## src/tcc2_params.svh

```systemverilog
// Offsets, field positions, reset values and counts of the timer core.
// Assumes a 20-bit APB byte address and 32-bit data.
`ifndef TCC2_PARAMS_SVH
`define TCC2_PARAMS_SVH
// ==========================================================
// Register indices and byte addresses
// ==========================================================
`define TCC2_CTRL_IDX 18'h0ff5f
`define TCC2_A_CTRL 20'h3fd7c
`define TCC2_A_COUNT 20'h3fd80
`define TCC2_A_CMP0 20'h3fd84
`define TCC2_A_DUAL 20'h3fd88
`define TCC2_A_CAP 20'h3fd8c
`define TCC2_A_PRESC 20'h3fd90
`define TCC2_A_CCC 20'h3fd94
`define TCC2_A_OUTC 20'h3fd98
`define TCC2_A_EDGE 20'h3fd9c
// ==========================================================
// Fields and reset values
// ==========================================================
`define TCC2_B_CE 7
`define TCC2_B_OVF 6
`define TCC2_B_ONESHOT 5
`define TCC2_B_BW 4
`define TCC2_B_DUALCAP 0
`define TCC2_B_CLRDUAL 1
`define TCC2_B_CLRCAP 2
`define TCC2_B_CLRPRI 3
`define TCC2_B_PPG 4
`define TCC2_B_ENA 4
`define TCC2_B_LVLA 5
`define TCC2_B_ENB 6
`define TCC2_B_LVLB 7
`define TCC2_RST_PRESC 8'h11
`define TCC2_RST_CCC 8'h10
`define TCC2_RST_ZERO 8'h00
`define TCC2_SEL_MAXINT 4'h8
`define TCC2_MASK8 16'h00ff
`define TCC2_MASK16 16'hffff
`endif

```

## src/tcc2_pkg.sv

```systemverilog
// Types shared by the timer core.
// Assumes tcc2_params.svh for numeric constants.
package tcc2_pkg;
   typedef enum logic [1:0] {
      TCC2_EDGE_FALL = 2'h0,
      TCC2_EDGE_RISE = 2'h1,
      TCC2_EDGE_BOTH = 2'h2,
      TCC2_EDGE_BOTH2 = 2'h3
   } tcc2_edge_t;
   typedef logic [15:0] tcc2_word_t;
endpackage
```

## src/tcc2_core.sv

```systemverilog
// Up-counting 8/16-bit timer with compare, capture/compare and capture.
// Assumes an APB master on mclk_i and pin inputs synchronous to mclk_i.
`timescale 1ns/1ns
`default_nettype none
`include "tcc2_params.svh"

// What this block does
// - Counter advances on prescaler-selected count clock.
// - Width bit picks 8 or 16 bits.
// - Enabling loads zero on first count clock.
// - Disabling zeroes counter, stops capture and match.
// - Rewriting enable as one changes nothing.
// - Normal mode wraps at all-ones, sets overflow.
// - Overflow set by hardware, cleared by software.
// - Mode bit picks free-run or one-shot.
// - One-shot holds full count until overflow cleared.
// - Reset zeroes counter, counting stopped.
// - Primary match raises interrupt and output signal.
// - Control register picks dual register's role.
// - Dual compare match: interrupt, output, optional clear.
// - Pin b edge captures into dual register.
// - Pin a edge captures into dedicated register.
// - Match clears zero counter on next count clock.
// - Control enables clears and picks output mode.
// - Edge detector makes interrupts, triggers, event clock.
// - Output stage toggles or pulse-generates on match.
// - Disabled outputs drive programmed fixed level.
// - Selector passes divided clock or external edges.
// - Capture clear first shows count plus one.
// - Registers act at 16 bits in wide mode.
module tcc2_core (
   input wire logic mclk_i,
   input wire logic rstn_i,
   input wire logic psel_i,
   input wire logic penable_i,
   input wire logic pwrite_i,
   input wire logic [19:0] paddr_i,
   input wire logic [31:0] pwdata_i,
   output logic [31:0] prdata_o,
   output logic pready_o,
   output logic pslverr_o,
   input wire logic ext_irq_pin_a_i,
   input wire logic ext_irq_pin_b_i,
   output logic ext_irq_pin_a_o,
   output logic ext_irq_pin_b_o,
   output logic compare_primary_irq_o,
   output logic compare_dual_irq_o,
   output logic timer_out_a_o,
   output logic timer_out_b_o
);
   import tcc2_pkg::*;

   // =======================================================
   // Helpers
   // =======================================================
   function automatic tcc2_word_t wmask(input logic bw);
      return bw ? `TCC2_MASK16 : `TCC2_MASK8;
   endfunction

   function automatic logic edge_hit(input logic [1:0] m,
                                     input logic r, input logic f);
      unique case (tcc2_edge_t'(m))
         TCC2_EDGE_FALL: return f;
         TCC2_EDGE_RISE: return r;
         TCC2_EDGE_BOTH, TCC2_EDGE_BOTH2: return r | f;
      endcase
   endfunction

   // =======================================================
   // State
   // =======================================================
   logic ce_ff, ovf_ff, oneshot_ff, bw_ff;
   logic [7:0] presc_ff, ccc_ff, outc_ff;
   logic [3:0] edge_ff;
   tcc2_word_t cnt_ff, cmp0_ff, dual_ff, cap_ff;
   logic [10:0] div_ff;
   logic [2:0] a_sync_ff, b_sync_ff;
   logic zero_pend_ff, ghost_pend_ff, ghost_ff;
   logic m0_prev_ff, m1_prev_ff;
   logic pready_ff;

   // =======================================================
   // APB decode
   // =======================================================
   logic acc, wr_en, mapped;
   logic [31:0] rd_data;
   logic wr_ctrl, ce_clr_wr, ovf_sw_clr;
   tcc2_word_t mask, mx;

   assign mask = wmask(bw_ff);
   assign mx = mask;
   assign acc = psel_i & penable_i;
   assign wr_en = acc & pwrite_i & pready_ff;
   assign wr_ctrl = wr_en & (paddr_i == `TCC2_A_CTRL);
   assign ce_clr_wr = wr_ctrl & ~pwdata_i[`TCC2_B_CE];
   assign ovf_sw_clr = wr_ctrl & ~pwdata_i[`TCC2_B_OVF] & ovf_ff;

   always_comb begin
      mapped = 1'b1;
      rd_data = 32'h0000_0000;
      unique case (paddr_i)
         `TCC2_A_CTRL: rd_data[7:4] = {ce_ff, ovf_ff, oneshot_ff, bw_ff};
         `TCC2_A_COUNT: rd_data[15:0] = cnt_ff & mask;
         `TCC2_A_CMP0: rd_data[15:0] = cmp0_ff & mask;
         `TCC2_A_DUAL: rd_data[15:0] = dual_ff & mask;
         `TCC2_A_CAP: rd_data[15:0] = cap_ff & mask;
         `TCC2_A_PRESC: rd_data[7:0] = presc_ff;
         `TCC2_A_CCC: rd_data[7:0] = ccc_ff;
         `TCC2_A_OUTC: rd_data[7:0] = outc_ff;
         `TCC2_A_EDGE: rd_data[3:0] = edge_ff;
         default: mapped = 1'b0;
      endcase
   end

   // One wait state keeps every bus output on a flip-flop.
   always_ff @(posedge mclk_i or negedge rstn_i) begin
      if (!rstn_i) begin
         pready_ff <= 1'b0;
         prdata_o <= 32'h0000_0000;
         pslverr_o <= 1'b0;
      end else begin
         pready_ff <= acc & ~pready_ff;
         prdata_o <= (acc & ~pready_ff & ~pwrite_i) ? rd_data : 32'h0;
         pslverr_o <= acc & ~pready_ff & ~mapped;
      end
   end
   assign pready_o = pready_ff;

   // =======================================================
   // Pin synchronisers and edge detection
   // =======================================================
   logic a_rise, a_fall, b_rise, b_fall, edge_a, edge_b;

   always_ff @(posedge mclk_i or negedge rstn_i) begin
      if (!rstn_i) begin
         a_sync_ff <= 3'h0;
         b_sync_ff <= 3'h0;
      end else begin
         a_sync_ff <= {a_sync_ff[1:0], ext_irq_pin_a_i};
         b_sync_ff <= {b_sync_ff[1:0], ext_irq_pin_b_i};
      end
   end
   assign a_rise = a_sync_ff[1] & ~a_sync_ff[2];
   assign a_fall = ~a_sync_ff[1] & a_sync_ff[2];
   assign b_rise = b_sync_ff[1] & ~b_sync_ff[2];
   assign b_fall = ~b_sync_ff[1] & b_sync_ff[2];
   assign edge_a = edge_hit(edge_ff[1:0], a_rise, a_fall);
   assign edge_b = edge_hit(edge_ff[3:2], b_rise, b_fall);

   always_ff @(posedge mclk_i or negedge rstn_i) begin
      if (!rstn_i) begin
         ext_irq_pin_a_o <= 1'b0;
         ext_irq_pin_b_o <= 1'b0;
      end else begin
         ext_irq_pin_a_o <= edge_a;
         ext_irq_pin_b_o <= edge_b;
      end
   end

   // =======================================================
   // Prescaler and count clock selector
   // =======================================================
   logic [3:0] sel;
   logic [10:0] dmask;
   logic cnt_clk, tick;

   assign sel = presc_ff[7:4];
   // A code of n divides by 8 << n; codes above eight count pin b.
   assign dmask = 11'h7ff >> (`TCC2_SEL_MAXINT - sel);
   assign cnt_clk = (sel <= `TCC2_SEL_MAXINT) ? &(div_ff | ~dmask)
                                              : edge_b;
   assign tick = ce_ff & cnt_clk;

   always_ff @(posedge mclk_i or negedge rstn_i) begin
      if (!rstn_i) div_ff <= 11'h000;
      else div_ff <= div_ff + 11'h001;
   end

   // =======================================================
   // Compare, capture and clear sources
   // =======================================================
   logic dual_cap, m0, m1, m0_new, m1_new, cap_a, cap_b;
   logic cap_clr, mclr, restart, ovf_set;

   assign dual_cap = ccc_ff[`TCC2_B_DUALCAP];
   assign m0 = ce_ff & (cnt_ff == (cmp0_ff & mask));
   assign m1 = ce_ff & ~dual_cap & (cnt_ff == (dual_ff & mask));
   assign m0_new = m0 & ~m0_prev_ff;
   assign m1_new = m1 & ~m1_prev_ff;
   assign cap_a = ce_ff & edge_a;
   assign cap_b = ce_ff & dual_cap & edge_b;
   assign cap_clr = (cap_a & ccc_ff[`TCC2_B_CLRCAP]) |
                    (cap_b & ccc_ff[`TCC2_B_CLRDUAL]);
   assign mclr = (m1_new & ccc_ff[`TCC2_B_CLRDUAL]) |
                 (m0_new & ccc_ff[`TCC2_B_CLRPRI]);
   // A pending match clear that lands on all-ones is still a wrap.
   assign ovf_set = tick & ~ghost_pend_ff & ~ghost_ff &
                    (oneshot_ff ? (~zero_pend_ff & (cnt_ff == mx - 16'h0001))
                                : (cnt_ff == mx));
   assign restart = tick & ~ghost_pend_ff &
                    (zero_pend_ff | (~oneshot_ff & (cnt_ff == mx)));

   always_ff @(posedge mclk_i or negedge rstn_i) begin
      if (!rstn_i) begin
         m0_prev_ff <= 1'b0;
         m1_prev_ff <= 1'b0;
         compare_primary_irq_o <= 1'b0;
         compare_dual_irq_o <= 1'b0;
      end else begin
         m0_prev_ff <= m0;
         m1_prev_ff <= m1;
         compare_primary_irq_o <= m0_new;
         compare_dual_irq_o <= m1_new;
      end
   end

   // =======================================================
   // Control register
   // =======================================================
   always_ff @(posedge mclk_i or negedge rstn_i) begin
      if (!rstn_i) begin
         ce_ff <= 1'b0;
         oneshot_ff <= 1'b0;
         bw_ff <= 1'b0;
      end else if (wr_ctrl) begin
         ce_ff <= pwdata_i[`TCC2_B_CE];
         oneshot_ff <= pwdata_i[`TCC2_B_ONESHOT];
         bw_ff <= pwdata_i[`TCC2_B_BW];
      end
   end

   // Writing one never sets the flag; a new overflow beats a clear.
   always_ff @(posedge mclk_i or negedge rstn_i) begin
      if (!rstn_i) ovf_ff <= 1'b0;
      else if (ovf_set) ovf_ff <= 1'b1;
      else if (ovf_sw_clr) ovf_ff <= 1'b0;
   end

   // =======================================================
   // Counter
   // =======================================================
   always_ff @(posedge mclk_i or negedge rstn_i) begin
      if (!rstn_i) begin
         zero_pend_ff <= 1'b0;
         ghost_pend_ff <= 1'b0;
         ghost_ff <= 1'b0;
      end else begin
         ghost_ff <= tick & ghost_pend_ff & ~ce_clr_wr;
         if (!ce_ff || ce_clr_wr) begin
            // a start only arms when the enable was clear.
            zero_pend_ff <= wr_ctrl & pwdata_i[`TCC2_B_CE] & ~ce_ff;
            ghost_pend_ff <= 1'b0;
         end else begin
            if (mclr) zero_pend_ff <= 1'b1;
            else if (tick) zero_pend_ff <= 1'b0;
            if (cap_clr) ghost_pend_ff <= 1'b1;
            else if (tick) ghost_pend_ff <= 1'b0;
         end
      end
   end

   always_ff @(posedge mclk_i or negedge rstn_i) begin
      if (!rstn_i) cnt_ff <= 16'h0000;
      else if (!ce_ff || ce_clr_wr) cnt_ff <= 16'h0000;
      else if (ghost_ff) cnt_ff <= 16'h0000;
      else if (ovf_sw_clr && oneshot_ff) cnt_ff <= 16'h0000;
      else if (tick) begin
         if (ghost_pend_ff) cnt_ff <= (cnt_ff + 16'h0001) & mask;
         else if (zero_pend_ff) cnt_ff <= 16'h0000;
         else if (cnt_ff == mx) cnt_ff <= oneshot_ff ? cnt_ff
                                                     : 16'h0000;
         else cnt_ff <= (cnt_ff + 16'h0001) & mask;
      end
   end

   // =======================================================
   // Compare, capture and configuration registers
   // =======================================================
   always_ff @(posedge mclk_i or negedge rstn_i) begin
      if (!rstn_i) begin
         cmp0_ff <= 16'h0000;
         dual_ff <= 16'h0000;
         cap_ff <= 16'h0000;
      end else begin
         if (wr_en && paddr_i == `TCC2_A_CMP0) cmp0_ff <= pwdata_i[15:0];
         // A capture in the same cycle as a write keeps the capture.
         if (cap_b) dual_ff <= cnt_ff;
         else if (wr_en && paddr_i == `TCC2_A_DUAL)
            dual_ff <= pwdata_i[15:0];
         if (cap_a) cap_ff <= cnt_ff;
      end
   end

   always_ff @(posedge mclk_i or negedge rstn_i) begin
      if (!rstn_i) begin
         presc_ff <= `TCC2_RST_PRESC;
         ccc_ff <= `TCC2_RST_CCC;
         outc_ff <= `TCC2_RST_ZERO;
         edge_ff <= 4'h0;
      end else if (wr_en) begin
         if (paddr_i == `TCC2_A_PRESC) presc_ff <= pwdata_i[7:0];
         if (paddr_i == `TCC2_A_CCC) ccc_ff <= pwdata_i[7:0];
         if (paddr_i == `TCC2_A_OUTC) outc_ff <= pwdata_i[7:0];
         if (paddr_i == `TCC2_A_EDGE) edge_ff <= pwdata_i[3:0];
      end
   end

   // =======================================================
   // Output control stage
   // =======================================================
   logic pulse_generator_output;
   assign pulse_generator_output = ccc_ff[`TCC2_B_PPG];

   always_ff @(posedge mclk_i or negedge rstn_i) begin
      if (!rstn_i) begin
         timer_out_a_o <= 1'b0;
         timer_out_b_o <= 1'b0;
      end else begin
         if (!outc_ff[`TCC2_B_ENA]) timer_out_a_o <= outc_ff[`TCC2_B_LVLA];
         else if (pulse_generator_output && m0_new) timer_out_a_o <= 1'b0;
         else if (pulse_generator_output && restart) timer_out_a_o <= 1'b1;
         else if (!pulse_generator_output && m0_new) timer_out_a_o <= ~timer_out_a_o;
         if (!outc_ff[`TCC2_B_ENB]) timer_out_b_o <= outc_ff[`TCC2_B_LVLB];
         else if (pulse_generator_output && m1_new) timer_out_b_o <= 1'b0;
         else if (pulse_generator_output && restart) timer_out_b_o <= 1'b1;
         else if (!pulse_generator_output && m1_new) timer_out_b_o <= ~timer_out_b_o;
      end
   end

   // =======================================================
   // Assertions
   // =======================================================
   property p_stop_zero;
      @(posedge mclk_i) disable iff (!rstn_i)
      $fell(ce_ff) |-> (cnt_ff == 16'h0000);
   endproperty
   a_stop_zero: assert property (p_stop_zero)
      else $error("counter not zero after stop");

   property p_wrap;
      @(posedge mclk_i) disable iff (!rstn_i)
      (tick && !oneshot_ff && cnt_ff == mx && !ghost_pend_ff &&
       !ghost_ff && !ce_clr_wr) |=> (cnt_ff == 16'h0000) && ovf_ff;
   endproperty
   a_wrap: assert property (p_wrap)
      else $error("wrap did not zero counter and flag overflow");

   property p_hold;
      @(posedge mclk_i) disable iff (!rstn_i)
      (ce_ff && oneshot_ff && ovf_ff && cnt_ff == mx && !wr_ctrl &&
       !ghost_ff && !ghost_pend_ff && !zero_pend_ff) |=> $stable(cnt_ff);
   endproperty
   a_hold: assert property (p_hold)
      else $error("one-shot counter left full count");

   property p_ovf_clear;
      @(posedge mclk_i) disable iff (!rstn_i)
      $fell(ovf_ff) |-> $past(ovf_sw_clr);
   endproperty
   a_ovf_clear: assert property (p_ovf_clear)
      else $error("overflow cleared without software write");

   property p_irq0;
      @(posedge mclk_i) disable iff (!rstn_i)
      m0_new |=> compare_primary_irq_o ##1 !compare_primary_irq_o;
   endproperty
   a_irq0: assert property (p_irq0)
      else $error("primary match interrupt not a single pulse");

   property p_cap;
      @(posedge mclk_i) disable iff (!rstn_i)
      cap_a |=> (cap_ff == $past(cnt_ff));
   endproperty
   a_cap: assert property (p_cap)
      else $error("dedicated capture missed counter value");

   property p_clr_late;
      @(posedge mclk_i) disable iff (!rstn_i)
      (mclr && ce_ff && !tick && !wr_ctrl && !ghost_ff) |=> $stable(cnt_ff);
   endproperty
   a_clr_late: assert property (p_clr_late)
      else $error("counter cleared before next count clock");

   property p_ghost;
      @(posedge mclk_i) disable iff (!rstn_i)
      (tick && ghost_pend_ff && !wr_ctrl) |=>
         (cnt_ff == (($past(cnt_ff) + 16'h0001) & mask)) ##1
         (cnt_ff == 16'h0000);
   endproperty
   a_ghost: assert property (p_ghost)
      else $error("capture clear did not pass through count plus one");

   property p_fixed;
      @(posedge mclk_i) disable iff (!rstn_i)
      !outc_ff[`TCC2_B_ENA] |=> (timer_out_a_o == $past(outc_ff[`TCC2_B_LVLA]));
   endproperty
   a_fixed: assert property (p_fixed)
      else $error("disabled output not at fixed level");
endmodule // tcc2_core
`default_nettype wire

```

## config.mk

```make
export PLATFORM = sky130hd
export DESIGN_NAME = tcc2_core
export DESIGN_NICKNAME = d
export VERILOG_FILES = /design/src/tcc2_pkg.sv /design/src/tcc2_core.sv
export VERILOG_INCLUDE_DIRS = /design/src /design/src/src
export SDC_FILE = /design/constraint.sdc
export NUM_CORES = 1
export LEC_CHECK = 0
export ABC_AREA = 1
export BUFFER_PORTS_ARGS = -buffer_cell sky130_fd_sc_hd__buf_2
export CAP_MARGIN = 20
export CORE_ASPECT_RATIO = 1.25
export CORE_MARGIN = 2
export CORE_UTILIZATION = 66
export CTS_BUF_LIST = sky130_fd_sc_hd__clkbuf_2 sky130_fd_sc_hd__clkbuf_4 sky130_fd_sc_hd__clkbuf_8
export DETAILED_ROUTE_END_ITERATION = 8
export GPL_TIMING_DRIVEN = 1
export PLACE_DENSITY = 0.87
export RECOVER_POWER = 25
export SYNTH_ARGS = -nofsm -noshare
export SYNTH_HDL_FRONTEND = slang
export SYNTH_SLANG_ARGS = --single-unit
```

## constraint.sdc

```tcl
create_clock -name mclk_i -period 3.9 [get_ports mclk_i]
set_clock_uncertainty 0.1 [all_clocks]
set_input_delay 0.39 -clock mclk_i [delete_from_list [all_inputs] [get_ports mclk_i]]
set_output_delay 0.39 -clock mclk_i [all_outputs]
set_load 0.01 [all_outputs]
```

* Word level (Yosys, flattened, before mapping) *
Cells that the tools add are included.

storage, ports and cells
  register bits = 142
  bits of input ports = 59
  output and inout port bits = 40
  logic and storage cells = 188

operators by class
  add/sub/neg operators = 4
  magnitude comparators = 1
  equality and inequality tests = 22
  shift operators = 1
  muxes and demuxes = 35
  bitwise gates (word level) = 69
  reductions and logical operators = 27

operators with widths
  kind                                                   count
  2-to-1 mux 16 bit                                      12
  equality test 20 x 18 -> 1 bit, second input constant  9
  bitwise AND 16 bit                                     5
  equality test 16 bit                                   4
  case mux 4 bit (8 select lines)                        2
  bitwise AND 1 bit                                      37
  case mux 8 bit (4 select lines)                        1
  inverter 1 bit                                         20
  2-to-1 mux 1 bit                                       18
  adder 16 x 1 -> 16 bit, second input constant          1
  subtractor 16 x 1 -> 16 bit, second input constant     1
  adder 11 x 1 -> 11 bit, second input constant          1
  inverter 11 bit                                        1
  OR 11 bit                                              1
  AND reduction 11 bit                                   1
  >> shifter 11 x 4 -> 11 bit, first input constant      1
  AND reduction 2 bit                                    5
  OR reduction 9 bit                                     1
  equality test 2 bit, second input constant             4
  logical AND 1 bit                                      8
  != test 4 x 1 -> 1 bit, second input constant          2
  != test 7 x 5 -> 1 bit, second input constant          1
  case mux 1 bit (3 select lines)                        2
  nonzero test 3 bit                                     2
  other kinds (10)                                       19

* Logic depth before layout (Yosys ltp) *
Gate-level depths: netlist of run 1.

  depth after elaboration = 13
  mapped depth = 17
  depth with buffers taken out = 16

* Worst setup path before layout of run 1 *
Ideal clock, no wire load.

  kind = register to register
  start point = register presc_ff[4]
  end point = register cnt_ff[13]
  library setup time = 0.119 ns
  data arrival time = 1.880 ns
  data required time = 3.681 ns
  setup slack = 1.802 ns
  stages on the path, launching flop included = 18
  path buffers = 1
  cell sequence = dfstp_2 > inv_1 > ha_1 > inv_1 > nand2_2 > nand3_1 > nand3_1 > nand2_1 > nand2_1 > nor2_1 > nand2_1 > nand2_1 > nand2_2 > nand2_4 > nand2_4 > buf_8 > nand2_2 > nand2_1

on the way
  word-level cells in the longest chain between the ends = 9
  elaborated cells on any way between the ends = 10
  classes of those cells = add/sub (1); order compare (1); shift (1); mux (1); bitwise (3); reduce/logical (3)

ends and longest elaborated chain
  item                               line              source
  start, declared                    tcc2_core.sv:73   logic [7:0] presc_ff, ccc_ff, outc_ff;
  start signal, assigned             tcc2_core.sv:296  presc_ff <= `TCC2_RST_PRESC;
  start signal, assigned             tcc2_core.sv:301  if (paddr_i == `TCC2_A_PRESC) presc_ff <= pwdata_i[7:0];
  subtractor 4 bit (no line)         -
  >> shifter 11 x 4 -> 11 bit        tcc2_core.sv:169  assign dmask = 11'h7ff >> (`TCC2_SEL_MAXINT - sel);
  inverter 11 bit                    tcc2_core.sv:170  assign cnt_clk = (sel <= `TCC2_SEL_MAXINT) ? &(div_ff | ~dmask)
  OR 11 bit                          tcc2_core.sv:170
  AND reduction 11 bit               tcc2_core.sv:170
  2-to-1 mux 1 bit (*)               tcc2_core.sv:170
  bitwise AND 1 bit (*)              tcc2_core.sv:172  assign tick = ce_ff & cnt_clk;
  nonzero test 4 bit (no line) (*)   -
  AND reduction 2 bit (no line) (*)  -
  end signal, assigned               tcc2_core.sv:268  if (ghost_pend_ff) cnt_ff <= (cnt_ff + 16'h0001) & mask;
  end signal, assigned               tcc2_core.sv:270  else if (cnt_ff == mx) cnt_ff <= oneshot_ff ? cnt_ff
  end signal, assigned               tcc2_core.sv:272  else cnt_ff <= (cnt_ff + 16'h0001) & mask;
  end, declared                      tcc2_core.sv:75   tcc2_word_t cnt_ff, cmp0_ff, dual_ff, cap_ff;

Mark *: on every way between the ends. The rest lies on a longest branch, timed or not.
A chain may end at the register's enable or synchronous reset.

* Worst setup path in the final report of run 1 *
  start point = register b_sync_ff[1]
  end point = register dual_ff[1]

on the way
  word-level cells in the longest chain between the ends = 6
  elaborated cells on any way between the ends = 8
  classes of those cells = mux (2); bitwise (5); reduce/logical (1)

ends and longest elaborated chain
  item                                                            line              source
  start, declared                                                 tcc2_core.sv:77   logic [2:0] a_sync_ff, b_sync_ff;
  start signal, assigned                                          tcc2_core.sv:140  b_sync_ff <= {b_sync_ff[1:0], ext_irq_pin_b_i};
  inverter 1 bit                                                  tcc2_core.sv:146  assign b_fall = ~b_sync_ff[1] & b_sync_ff[2];
  bitwise AND 1 bit                                               tcc2_core.sv:146
  OR 1 bit                                                        tcc2_core.sv:65   TCC2_EDGE_BOTH, TCC2_EDGE_BOTH2: return r | f;
  case mux 1 bit (3 select lines) (*)                             tcc2_core.sv:62   unique case (tcc2_edge_t'(m))
  bitwise AND 1 bit (*)                                           tcc2_core.sv:191  assign cap_b = ce_ff & dual_cap & edge_b;
  2-to-1 mux 16 bit / nonzero test 2 bit (equally long branches)  -
  end signal, assigned                                            tcc2_core.sv:287  if (cap_b) dual_ff <= cnt_ff;
  end signal, assigned                                            tcc2_core.sv:289  dual_ff <= pwdata_i[15:0];
  end, declared                                                   tcc2_core.sv:75

Marks and branches as above.

==> results of run 1 <==
==> per-stage QoR <==
step | std cells | utilization | hold WS (ns) | power [W]
2_1_floorplan | 1044 | - | -0.005591 | 0.001569
3_3_place_gp | 1226 | 0.7017 | 0.2334 | 0.001629
3_5_place_dp | 1226 | 0.7017 | 0.2410 | 0.001632
4_1_cts | 1261 | 0.7360 | 0.05433 | 0.002795
5_1_grt | 1261 | 0.7331 | 0.06306 | 0.002861
6_report | 1261 | 0.7331 | 0.05686 | 0.002791
==> cells by family (layout without fill, tap and decap cells) <==
logic type,count (synthesis),count (layout),synth area share
AO/OA/AOI/OAI,160,160,0.1191
XOR/XNOR,30,30,0.03165
adder cells (fa/ha/maj),10,10,0.01507
buffers and inverters,166,219,0.09512
flip-flops,142,142,0.4286
multiplexers,16,16,0.02171
other,1,16,0.0004518
AND/OR/NAND/NOR,504,504,0.2884
==> synthesized netlist by cell type, drive strengths merged <==
library cell,instances,area (sq um)
a21oi,26,145.2
xnor2,6,52.55
or2,3,18.77
o22ai,27,168.9
ha,10,125.1
nor3,23,142.6
o32ai,1,8.760
o31ai,2,15.01
xor2,24,210.2
inv,111,419.2
clkbuf,9,35.03
a31oi,8,50.05
nor4,2,12.51
dfstp,3,78.83
dfrtp,139,3478
nand2,285,1217
clkinv,3,15.01
nor3b,1,18.77
nand3,61,322.8
conb,1,3.750
nor2,100,449.2
a211oi,2,15.01
mux2,16,180.2
nand4,27,196.4
buf,43,320.3
o21ai,89,543.0
a22oi,1,7.510
nand3b,2,15.01
o2111ai,4,35.03
==> critical path: stages (launching register included) <==
cell,delay (ns)
dfrtp_1,0.38
inv_1,0.05
ha_1,0.29
inv_1,0.05
o21ai_0,0.19
nor3_4,0.68
inv_2,0.37
o21ai_2,0.13
buf_4,0.35
o21ai_0,0.20
o22ai_1,0.18
==> how the worst min path moves through the flow <==
stage	to	depth (start not counted)	slack [ns]	from
after floorplan	a_sync_ff[0]	0	-0.006	rstn_i
after global placement	b_sync_ff[1]	0	0.23	b_sync_ff[0]
after detailed placement	a_sync_ff[1]	0	0.24	a_sync_ff[0]
after CTS	pready_o	3	0.05	penable_i
after global routing	pready_o	3	0.06	penable_i
final	pready_o	3	0.06	penable_i
==> layout make-up <==
cell class,instances,area (sq um),share of cell area
clock buffers,19,249.0,0.02780
clock inverters,13,140.1,0.01564
well taps,164,205.2,0.02291
flip-flops and latches,142,3557,0.3971
multi-input cells,736,4008,0.4474
inverters,114,434.2,0.04847
repair buffers,73,364.1,0.04065
==> flip-flops by register name, summed over array words and instances, names as in the netlist, 3 cells and up <==
name	count
div_ff	11
presc_ff	8
a_sync_ff	3
outc_ff	8
cap_ff	16
dual_ff	16
ccc_ff	8
cnt_ff	16
cmp0_ff	16
prdata_o	16
edge_ff	4
b_sync_ff	3
==> layer usage <==
metal	global-route usage	vias up
met5	0	-
met4	0.2122	0
met3	0.06036	93
met2	0.6059	366
met1	0.4063	3466
li1	-	3447
==> power breakdown <==
part	total [W]	internal, W	leakage (nW)	switching [W]
Sequential	0.00149	0.00148	1.87	0.00000554
Combinational	0.000117	0.0000322	2.46	0.0000847
Clock	0.00119	0.000584	0.201	0.000603
==> cell usage in the layout (no fill, tap or decap), drive strengths merged <==
cell,n
nand2,285
dfrtp,139
inv,113
nor2,100
o21ai,89
nand3,61
buf,48
clkbuf,41
o22ai,27
nand4,27
a21oi,26
xor2,24
nor3,23
conb,16
mux2,16
clkinv,11
ha,10
a31oi,8
xnor2,6
o2111ai,4
dfstp,3
dlygate4sd3,3
or2,3
a211oi,2
nor4,2
nand3b,2
o31ai,2
bufinv,2
a22oi,1
o32ai,1
nor3b,1
clkinvlp,1
==> repair_timing <==
action,in CTS,in global routing
hold buffers,3,0
gates resized for setup,0,0
endpoints found under the hold margin,37,0
setup endpoints to repair,0,0
==> impl_metrics.ini, run 1 <==
[critical_path]
required_ns = 4.17
cp_data_arrival_time_ns = 3.35
r2r_start = b_sync_ff[1]
r2r_cells = 10
reg2reg_to = dual_ff[1]
cp-start-kind = register
crit_start = b_sync_ff[1]
r2r_slack_ns = 0.82
critPathKind = reg2reg
cp-end-kind = register
crit_end = dual_ff[1]
crit_fanout = 32

[min_path]
worstHoldPathType = in2reg

[detailed_routing]
dr.pass1.iters = 6
num_vias = 7372
wl_met3_um = 1613
highest_layer = met4
met2WireLength_um = 11340
drt-initial-drc-count = 825
drc = 0
wl_per_cell_um = 17.99
drt-met1-wl_um = 8473
wl_um = 22680
antenna_left = 0
avgViaCountPerCell = 5.846

[global_routing]
grt_overflow = 0
grt.total_usage = 0.3487
grt_pass1_wl_um = 36310
antenna_found_initial = 0
grt_max_degree = 104
grt_pass1_vias = 7162

[outcome]
status = complete, but fails checks
violations = capacitance limit, slew limit

[floorplanning]
rows = 45
design.core.area_sq_mm = 0.01222
start_util = 0.6794
pin_count = 99
dieArea_sq_mm = 0.01350
chipWidth_um = 104.3
die_h_um = 129.4

[power_and_ir_drop]
powerDensity_mw_per_mm2 = 311.6
peakVddDrop_v = 0.0001937
power.leakage_nw = 4.530

[logic_synthesis]
ys_ff_latch = 142
synth.avg_cell_area_sq_um = 8.067
yosysWarnings = 0
seq_area_frac_synth = 0.4285
synth_cell_types = 52
synthesis.area_sq_mm = 0.008300
netlist_instances = 1029

[clocking]
cts-root-buf = clkbuf_8
cts_buffer_depth = 2
cts_made_buffers = 17
htree_levels = 4
cts_setup_buffers = 0
clkLatencyLatePin_ns = 0.46
clk_pin_slew_ns = 0.09
cts_tree = yes
cts.sinks = 142

[timing]
rsz0062_at_grt = no
finalHoldViolCount = 0
worst_pin_slew_ns = 2.545
final.min_clock_period_ns = 3.085
min_period_over_period = 0.7910
fmax_mhz = 324.2
tns_ns = 0
relSlewSlack = -0.6968
setup_viol = 0
setup_ws_ns = 0.8150
slew_violations = 104

[placement]
dp_hpwl_um = 16770
post-place-ws_ns = 1.052
place_congestion = 0.9789
dpl-instance-area_sq_mm = 0.008573
portBuffers = 66

[layout]
area_growth_pct = 7.914
nets = 1153
antenna_cells = 0
postLayoutCellArea_sq_mm = 0.008957
fillers = 954
drive_above_1_share = 0.1787

[flow_run]
cap_violations = 1
Power figures use the tool's default switching activity.
==> run 2: changes to the inputs <==
--- a/config.mk
+++ b/config.mk
@@ -11,11 +11,11 @@
 export CAP_MARGIN = 20
 export CORE_ASPECT_RATIO = 1.25
 export CORE_MARGIN = 2
-export CORE_UTILIZATION = 66
+export CORE_UTILIZATION = 61
 export CTS_BUF_LIST = sky130_fd_sc_hd__clkbuf_2 sky130_fd_sc_hd__clkbuf_4 sky130_fd_sc_hd__clkbuf_8
 export DETAILED_ROUTE_END_ITERATION = 8
 export GPL_TIMING_DRIVEN = 1
-export PLACE_DENSITY = 0.87
+export PLACE_DENSITY = 0.81
 export RECOVER_POWER = 25
 export SYNTH_ARGS = -nofsm -noshare
 export SYNTH_HDL_FRONTEND = slang
==> constraint.sdc (replaced) <==
create_clock -name mclk_i -period 2.9 [get_ports mclk_i]
set_clock_uncertainty 0.1 [all_clocks]
set_input_delay 0.29 -clock mclk_i [delete_from_list [all_inputs] [get_ports mclk_i]]
set_output_delay 0.29 -clock mclk_i [all_outputs]
set_load 0.01 [all_outputs]
==> run 2 against run 1 <==
The flow now finishes without violations. Clock-buffer cell count is 2 higher. Critical path depth grew 5. Setup slack worse by 0.47 ns. Sequential cell count did not move. Die area up 7.9%. Clock power rose by 30%. Critical endpoint is now cnt_ff[12]. Highest routed layer unchanged.
==> impl_metrics.ini, run 2 (same netlist as run 1, synthesis figures left out) <==
[layout]
layout_commonest_cell = nand2_1
drive_above_1_share = 0.2034
antenna_cells = 0
area_growth_pct = 10.31
fillers = 1123
multi_input_area_sq_mm = 0.004010
final_cell_mix = 248 x nand2_1, 139 x dfrtp_1, 103 x inv_1
seq_area_sq_mm = 0.003557
postLayoutCellArea_sq_mm = 0.009156
nets = 1172
instances_no_fill = 1287

[detailed_routing]
dr.pass1.iters = 5
num_vias = 7330
antenna_left = 0
avgViaCountPerCell = 5.695
wl_um = 22210
drt-initial-drc-count = 747
wl_per_cell_um = 17.26
drc = 0

[critical_path]
required_ns = 3.20
cp_data_arrival_time_ns = 2.86
r2r_slack_ns = 0.35
reg2reg_to = cnt_ff[12]
critPathKind = reg2reg
cp_cell_sequence = inv_1, ha_1, inv_1, nand2_2, nand3_1, nand3_1, nand2_1, nand2_1, nor2_1, nand2_1, nand2_1, nand2_2, a21oi_2, nand2_1, nand2_1
cp-start-kind = register
crit_path_max_incr_delay_ns = 0.55
crit_start = presc_ff[4]
crit_fanout = 11
crit_end = cnt_ff[12]
slowest_stage = dfstp_2
path_common_cell = nand2_1
r2r_cells = 15
r2r_start = presc_ff[4]
cp-end-kind = register

[global_routing]
grt_overflow = 0
grt_max_degree = 62
grt_use_met2 = 0.5304
top_usage_layer = met2
grt_pass1_wl_um = 35620
grt.total_usage = 0.3214
antenna_found_initial = 0
grt_use_met3 = 0.05005
gr-usage-met1 = 0.4033
grt_pass1_vias = 7039

[power_and_ir_drop]
switching_share = 0.2486
peakVddDrop_v = 0.0003213
powerDensity_mw_per_mm2 = 406.1
total_power_w = 0.003718
pwr-share-seq = 0.537
power.leakage_nw = 4.694
p_clk_frac = 0.417
p_int_w = 0.002794
power.switching_w = 0.0009243
pwr-share-comb = 0.046

[clocking]
cts_made_buffers = 17
cts_tree = yes
clkLatencyLatePin_ns = 0.46
cts-root-buf = clkbuf_8
cts_setup_buffers = 0
cts.sinks = 142
htree_levels = 4
cts_resized = 0
clk_pin_slew_ns = 0.08
cts_buffer_depth = 2

[floorplanning]
start_util = 0.6246
die_h_um = 134.4
pin_count = 99
chipWidth_um = 108.3
design.core.area_sq_mm = 0.01329
dieArea_sq_mm = 0.01456
rows = 47

[placement]
dpl-instance-area_sq_mm = 0.008662
place_congestion = 0.9685
post-place-ws_ns = 0.3800
dp_cells = 1242
portBuffers = 66
dp_hpwl_um = 16620

[min_path]
worstHoldPathType = in2reg

[flow_run]
cap_violations = 0

[timing]
min_period_over_period = 0.8806
slew_violations = 0
relSlewSlack = 0.01427
final.min_clock_period_ns = 2.554
finalHoldViolCount = 0
setup_ws_ns = 0.3461
tns_ns = 0
setup_viol = 0
worst_pin_slew_ns = 1.479
rsz0062_at_grt = no
fmax_mhz = 391.6

[outcome]
status = completed
[run 2: cell types whose count changed in the layout (fill, tap and decap cells not counted), sizes merged]
cell and delta:
dlygate4sd3 +10, clkinvlp +2, clkbuf -18, bufinv -1
buf +29, inv +1, clkinv -4
[run 2: area by class of cell]
| class | count | area share |
|---|---|---|
| Timing Repair Buffer | 92 | 0.06095 |
| Inverter | 114 | 0.04742 |
| Tap cell | 171 | 0.02337 |
| Clock inverter | 11 | 0.01162 |
| Sequential cell | 142 | 0.3885 |
| Clock buffer | 21 | 0.03020 |
| Multi-Input combinational cell | 736 | 0.4380 |
[run 2: power by group through the flow]
stage	registers, W	logic (W)	clock network (W)
6_report	0.00200	0.000170	0.00155
4_1_cts	0.00200	0.000173	0.00155
3_5_place_dp	0.00204	0.000160	0
2_1_floorplan	0.00204	0.0000721	0
5_1_grt	0.00200	0.000189	0.00164
3_3_place_gp	0.00204	0.000157	0
[run 2: metrics by stage]
step           hold slack (ns)    util
2_1_floorplan          -0.1056       -
3_3_place_gp            0.1946  0.6518
3_5_place_dp            0.1977  0.6518
4_1_cts                0.03314  0.6904
5_1_grt                0.04751  0.6889
6_report               0.04553  0.6889
[run 2: worst min path at each step]
stage	to	from	depth (start not counted)
CTS	bw_ff	pwdata_i[4]	3
finish	dual_ff[3]	pwdata_i[3]	3
global route	dual_ff[5]	pwdata_i[5]	3
floorplan	a_sync_ff[0]	rstn_i	0
detailed placement	div_ff[4]	rstn_i	1
global placement	div_ff[4]	rstn_i	1
[run 2: timing repair]
item                                    CTS  global route
hold buffers                             13             0
endpoints found under the hold margin    75             0
endpoints found under the setup margin    0             0
[run 2: worst max-delay path: cells and delay by family (launching register included)]
family / cells / cell delay, ns
AO/OA/AOI/OAI: 1 / 0.49
adder cells (fa/ha/maj): 1 / 0.24
buffers and inverters: 2 / 0.17
flip-flops: 1 / 0.55
AND/OR/NAND/NOR: 11 / 0.94
[run 2: layer usage]
| metal | vias to the layer above | wire length (um) |
|---|---|---|
| li1 | 3476 | - |
| met1 | 3456 | 8755 |
| met2 | 306 | 10930 |
| met3 | 92 | 1287 |
| met4 | 0 | 1236 |
| met5 | - | 0 |
==> run 3: changes to the inputs <==
--- a/config.mk
+++ b/config.mk
@@ -9,13 +9,15 @@
 export ABC_AREA = 1
 export BUFFER_PORTS_ARGS = -buffer_cell sky130_fd_sc_hd__buf_2
 export CAP_MARGIN = 20
+export CELL_PAD_IN_SITES_DETAIL_PLACEMENT = 1
+export CELL_PAD_IN_SITES_GLOBAL_PLACEMENT = 2
 export CORE_ASPECT_RATIO = 1.25
 export CORE_MARGIN = 2
-export CORE_UTILIZATION = 61
+export CORE_UTILIZATION = 36
 export CTS_BUF_LIST = sky130_fd_sc_hd__clkbuf_2 sky130_fd_sc_hd__clkbuf_4 sky130_fd_sc_hd__clkbuf_8
 export DETAILED_ROUTE_END_ITERATION = 8
 export GPL_TIMING_DRIVEN = 1
-export PLACE_DENSITY = 0.81
+export PLACE_DENSITY = 0.8
 export RECOVER_POWER = 25
 export SYNTH_ARGS = -nofsm -noshare
 export SYNTH_HDL_FRONTEND = slang
==> run 3 against run 2 <==
Register-to-register slack gained 0.05 ns. Total power rose by 7.0%. Largest cell class unchanged. Worst hold slack got worse by 0.029 ns. Non-clock buffer count increased by 11. Cell count is 9.9% higher. Critical path depth unchanged. Via count down 1.9%. Largest power group unchanged. Fmax up 1.9%. Routed wire length up 20%.
==> impl_metrics.ini, run 3 (same netlist as run 1, synthesis figures left out) <==
[global_routing]
grt.total_usage = 0.2231
antenna_found_initial = 0
grt_pass1_wl_um = 42240
grt_pass1_vias = 7493
grt_overflow = 0
grt_max_degree = 60

[power_and_ir_drop]
p_int_w = 0.003010
peakVddDrop_v = 0.0002495
switching_share = 0.2433
total_power_w = 0.003978
pwr-share-seq = 0.502
power.switching_w = 0.0009677
pwr-share-comb = 0.044
powerDensity_mw_per_mm2 = 421.1
power.leakage_nw = 4.771
p_clk_frac = 0.453

[layout]
final_cell_mix = 248 x nand2_1, 139 x dfrtp_1, 103 x inv_1
layout_commonest_cell = nand2_1
drive_above_1_share = 0.2094
multi_input_area_sq_mm = 0.004010
postLayoutCellArea_sq_mm = 0.009445
fillers = 2832
seq_area_sq_mm = 0.003557
final_core_util = 0.4141
area_growth_pct = 13.79
nets = 1183
antenna_cells = 0
instances_no_fill = 1415

[timing]
rsz0062_at_grt = no
setup_viol = 0
slew_violations = 0
worst_pin_slew_ns = 1.401
final.min_clock_period_ns = 2.506
relSlewSlack = 0.06576
tns_ns = 0
finalHoldViolCount = 0
fmax_mhz = 399.0
min_period_over_period = 0.8642

[placement]
dp_cells = 1370
place_congestion = 0.8296
dpl-instance-area_sq_mm = 0.008891
portBuffers = 66
dp_hpwl_um = 20090

[floorplanning]
pin_count = 99
rows = 62
dieArea_sq_mm = 0.02430
design.core.area_sq_mm = 0.02281
chipWidth_um = 139.8
start_util = 0.3639
die_h_um = 173.8

[critical_path]
required_ns = 3.19
path_common_cell = nand2_1
crit_fanout = 16
cp_cell_sequence = inv_1, ha_1, nand2_1, nand4_1, nand2_1, inv_1, nand3_1, nand2_1, nand2_1, nand2_1, nand2_2, nand2_4, nand2_4, nand2_1, nand2_1
critPathKind = reg2reg
cp_data_arrival_time_ns = 2.80
crit_path_max_incr_delay_ns = 0.55
slowest_stage = dfstp_2
cp-start-kind = register
cp-end-kind = register

[detailed_routing]
num_vias = 7193
wl_per_cell_um = 18.77
avgViaCountPerCell = 5.083
drc = 0
antenna_left = 0
wl_um = 26560
drt-initial-drc-count = 255
dr.pass1.iters = 5

[clocking]
cts_buffer_depth = 2
cts_made_buffers = 17
cts-root-buf = clkbuf_8
cts_tree = yes
clk_pin_slew_ns = 0.09
cts.sinks = 142
htree_levels = 4
clkLatencyLatePin_ns = 0.46
cts_resized = 0

[min_path]
worstHoldPathType = in2reg

[outcome]
status = completed

[flow_run]
cap_violations = 0
run 3: cell count changes in the layout (fill, tap and decap cells not counted), sizes merged:
| cell | previous run | this run |
|---|---|---|
| clkinvlp | 3 | 2 |
| bufinv | 1 | 4 |
| buf | 77 | 87 |
| clkbuf | 23 | 22 |
run 3: cell type report:
cell class | count | area share
clock buffer | 19 | 0.02636
inverter | 114 | 0.04597
timing repair buffer | 103 | 0.06835
sequential | 142 | 0.3766
multi-input combinational | 736 | 0.4246
clock inverter | 13 | 0.02000
tap | 288 | 0.03815
run 3: what timing repair did:
item / CTS / global route
endpoints found under the hold margin: 67 / 0
hold buffers: 13 / 0
setup buffers: 0 / 0
run 3: worst max-delay path: cells and delay by family, from the launching register on:
family / cells / cell delay [ns]
AND/OR/NAND/NOR: 12 / 1.38
flip-flops: 1 / 0.55
adder cells (fa/ha/maj): 1 / 0.25
buffers and inverters: 2 / 0.15
run 3: stage by stage:
step                hold WS (ns)  setup WS, ns
floorplan                -0.1056        0.8018
global placement          0.1777        0.4581
detailed placement        0.1857        0.3992
CTS                     0.002409        0.3697
global route             0.01795        0.1715
finish                   0.01615        0.3939
run 3: final timing paths:
kind / cells after the start / to / slack, ns / from
max reg2reg: 15 / cnt_ff[3] / 0.39 / presc_ff[4]
max: 15 / cnt_ff[3] / 0.39 / presc_ff[4]
max in group asynchronous: 3 / dual_ff[4] / 0.57 / rstn_i
min in group asynchronous: 2 / a_sync_ff[2] / 0.58 / rstn_i
min reg2reg: 0 / b_sync_ff[1] / 0.26 / b_sync_ff[0]
min: 3 / bw_ff / 0.02 / pwdata_i[4]
run 3: power by group through the flow:
stage	sequential, W	combinational (W)	clock (W)
after floorplan	0.00204	0.0000721	0
after global placement	0.00204	0.000166	0
after detailed placement	0.00204	0.000169	0
after CTS	0.00200	0.000183	0.00185
after global routing	0.00200	0.000198	0.00192
final	0.00200	0.000176	0.00180
run 3: routing by layer:
layer	up-vias	track usage	routed length [um]
met2	129	0.3976	13700
met4	0	0.07750	675
met3	33	0.02762	785
met5	-	0	0
li1	3499	-	-
met1	3532	0.2773	11400
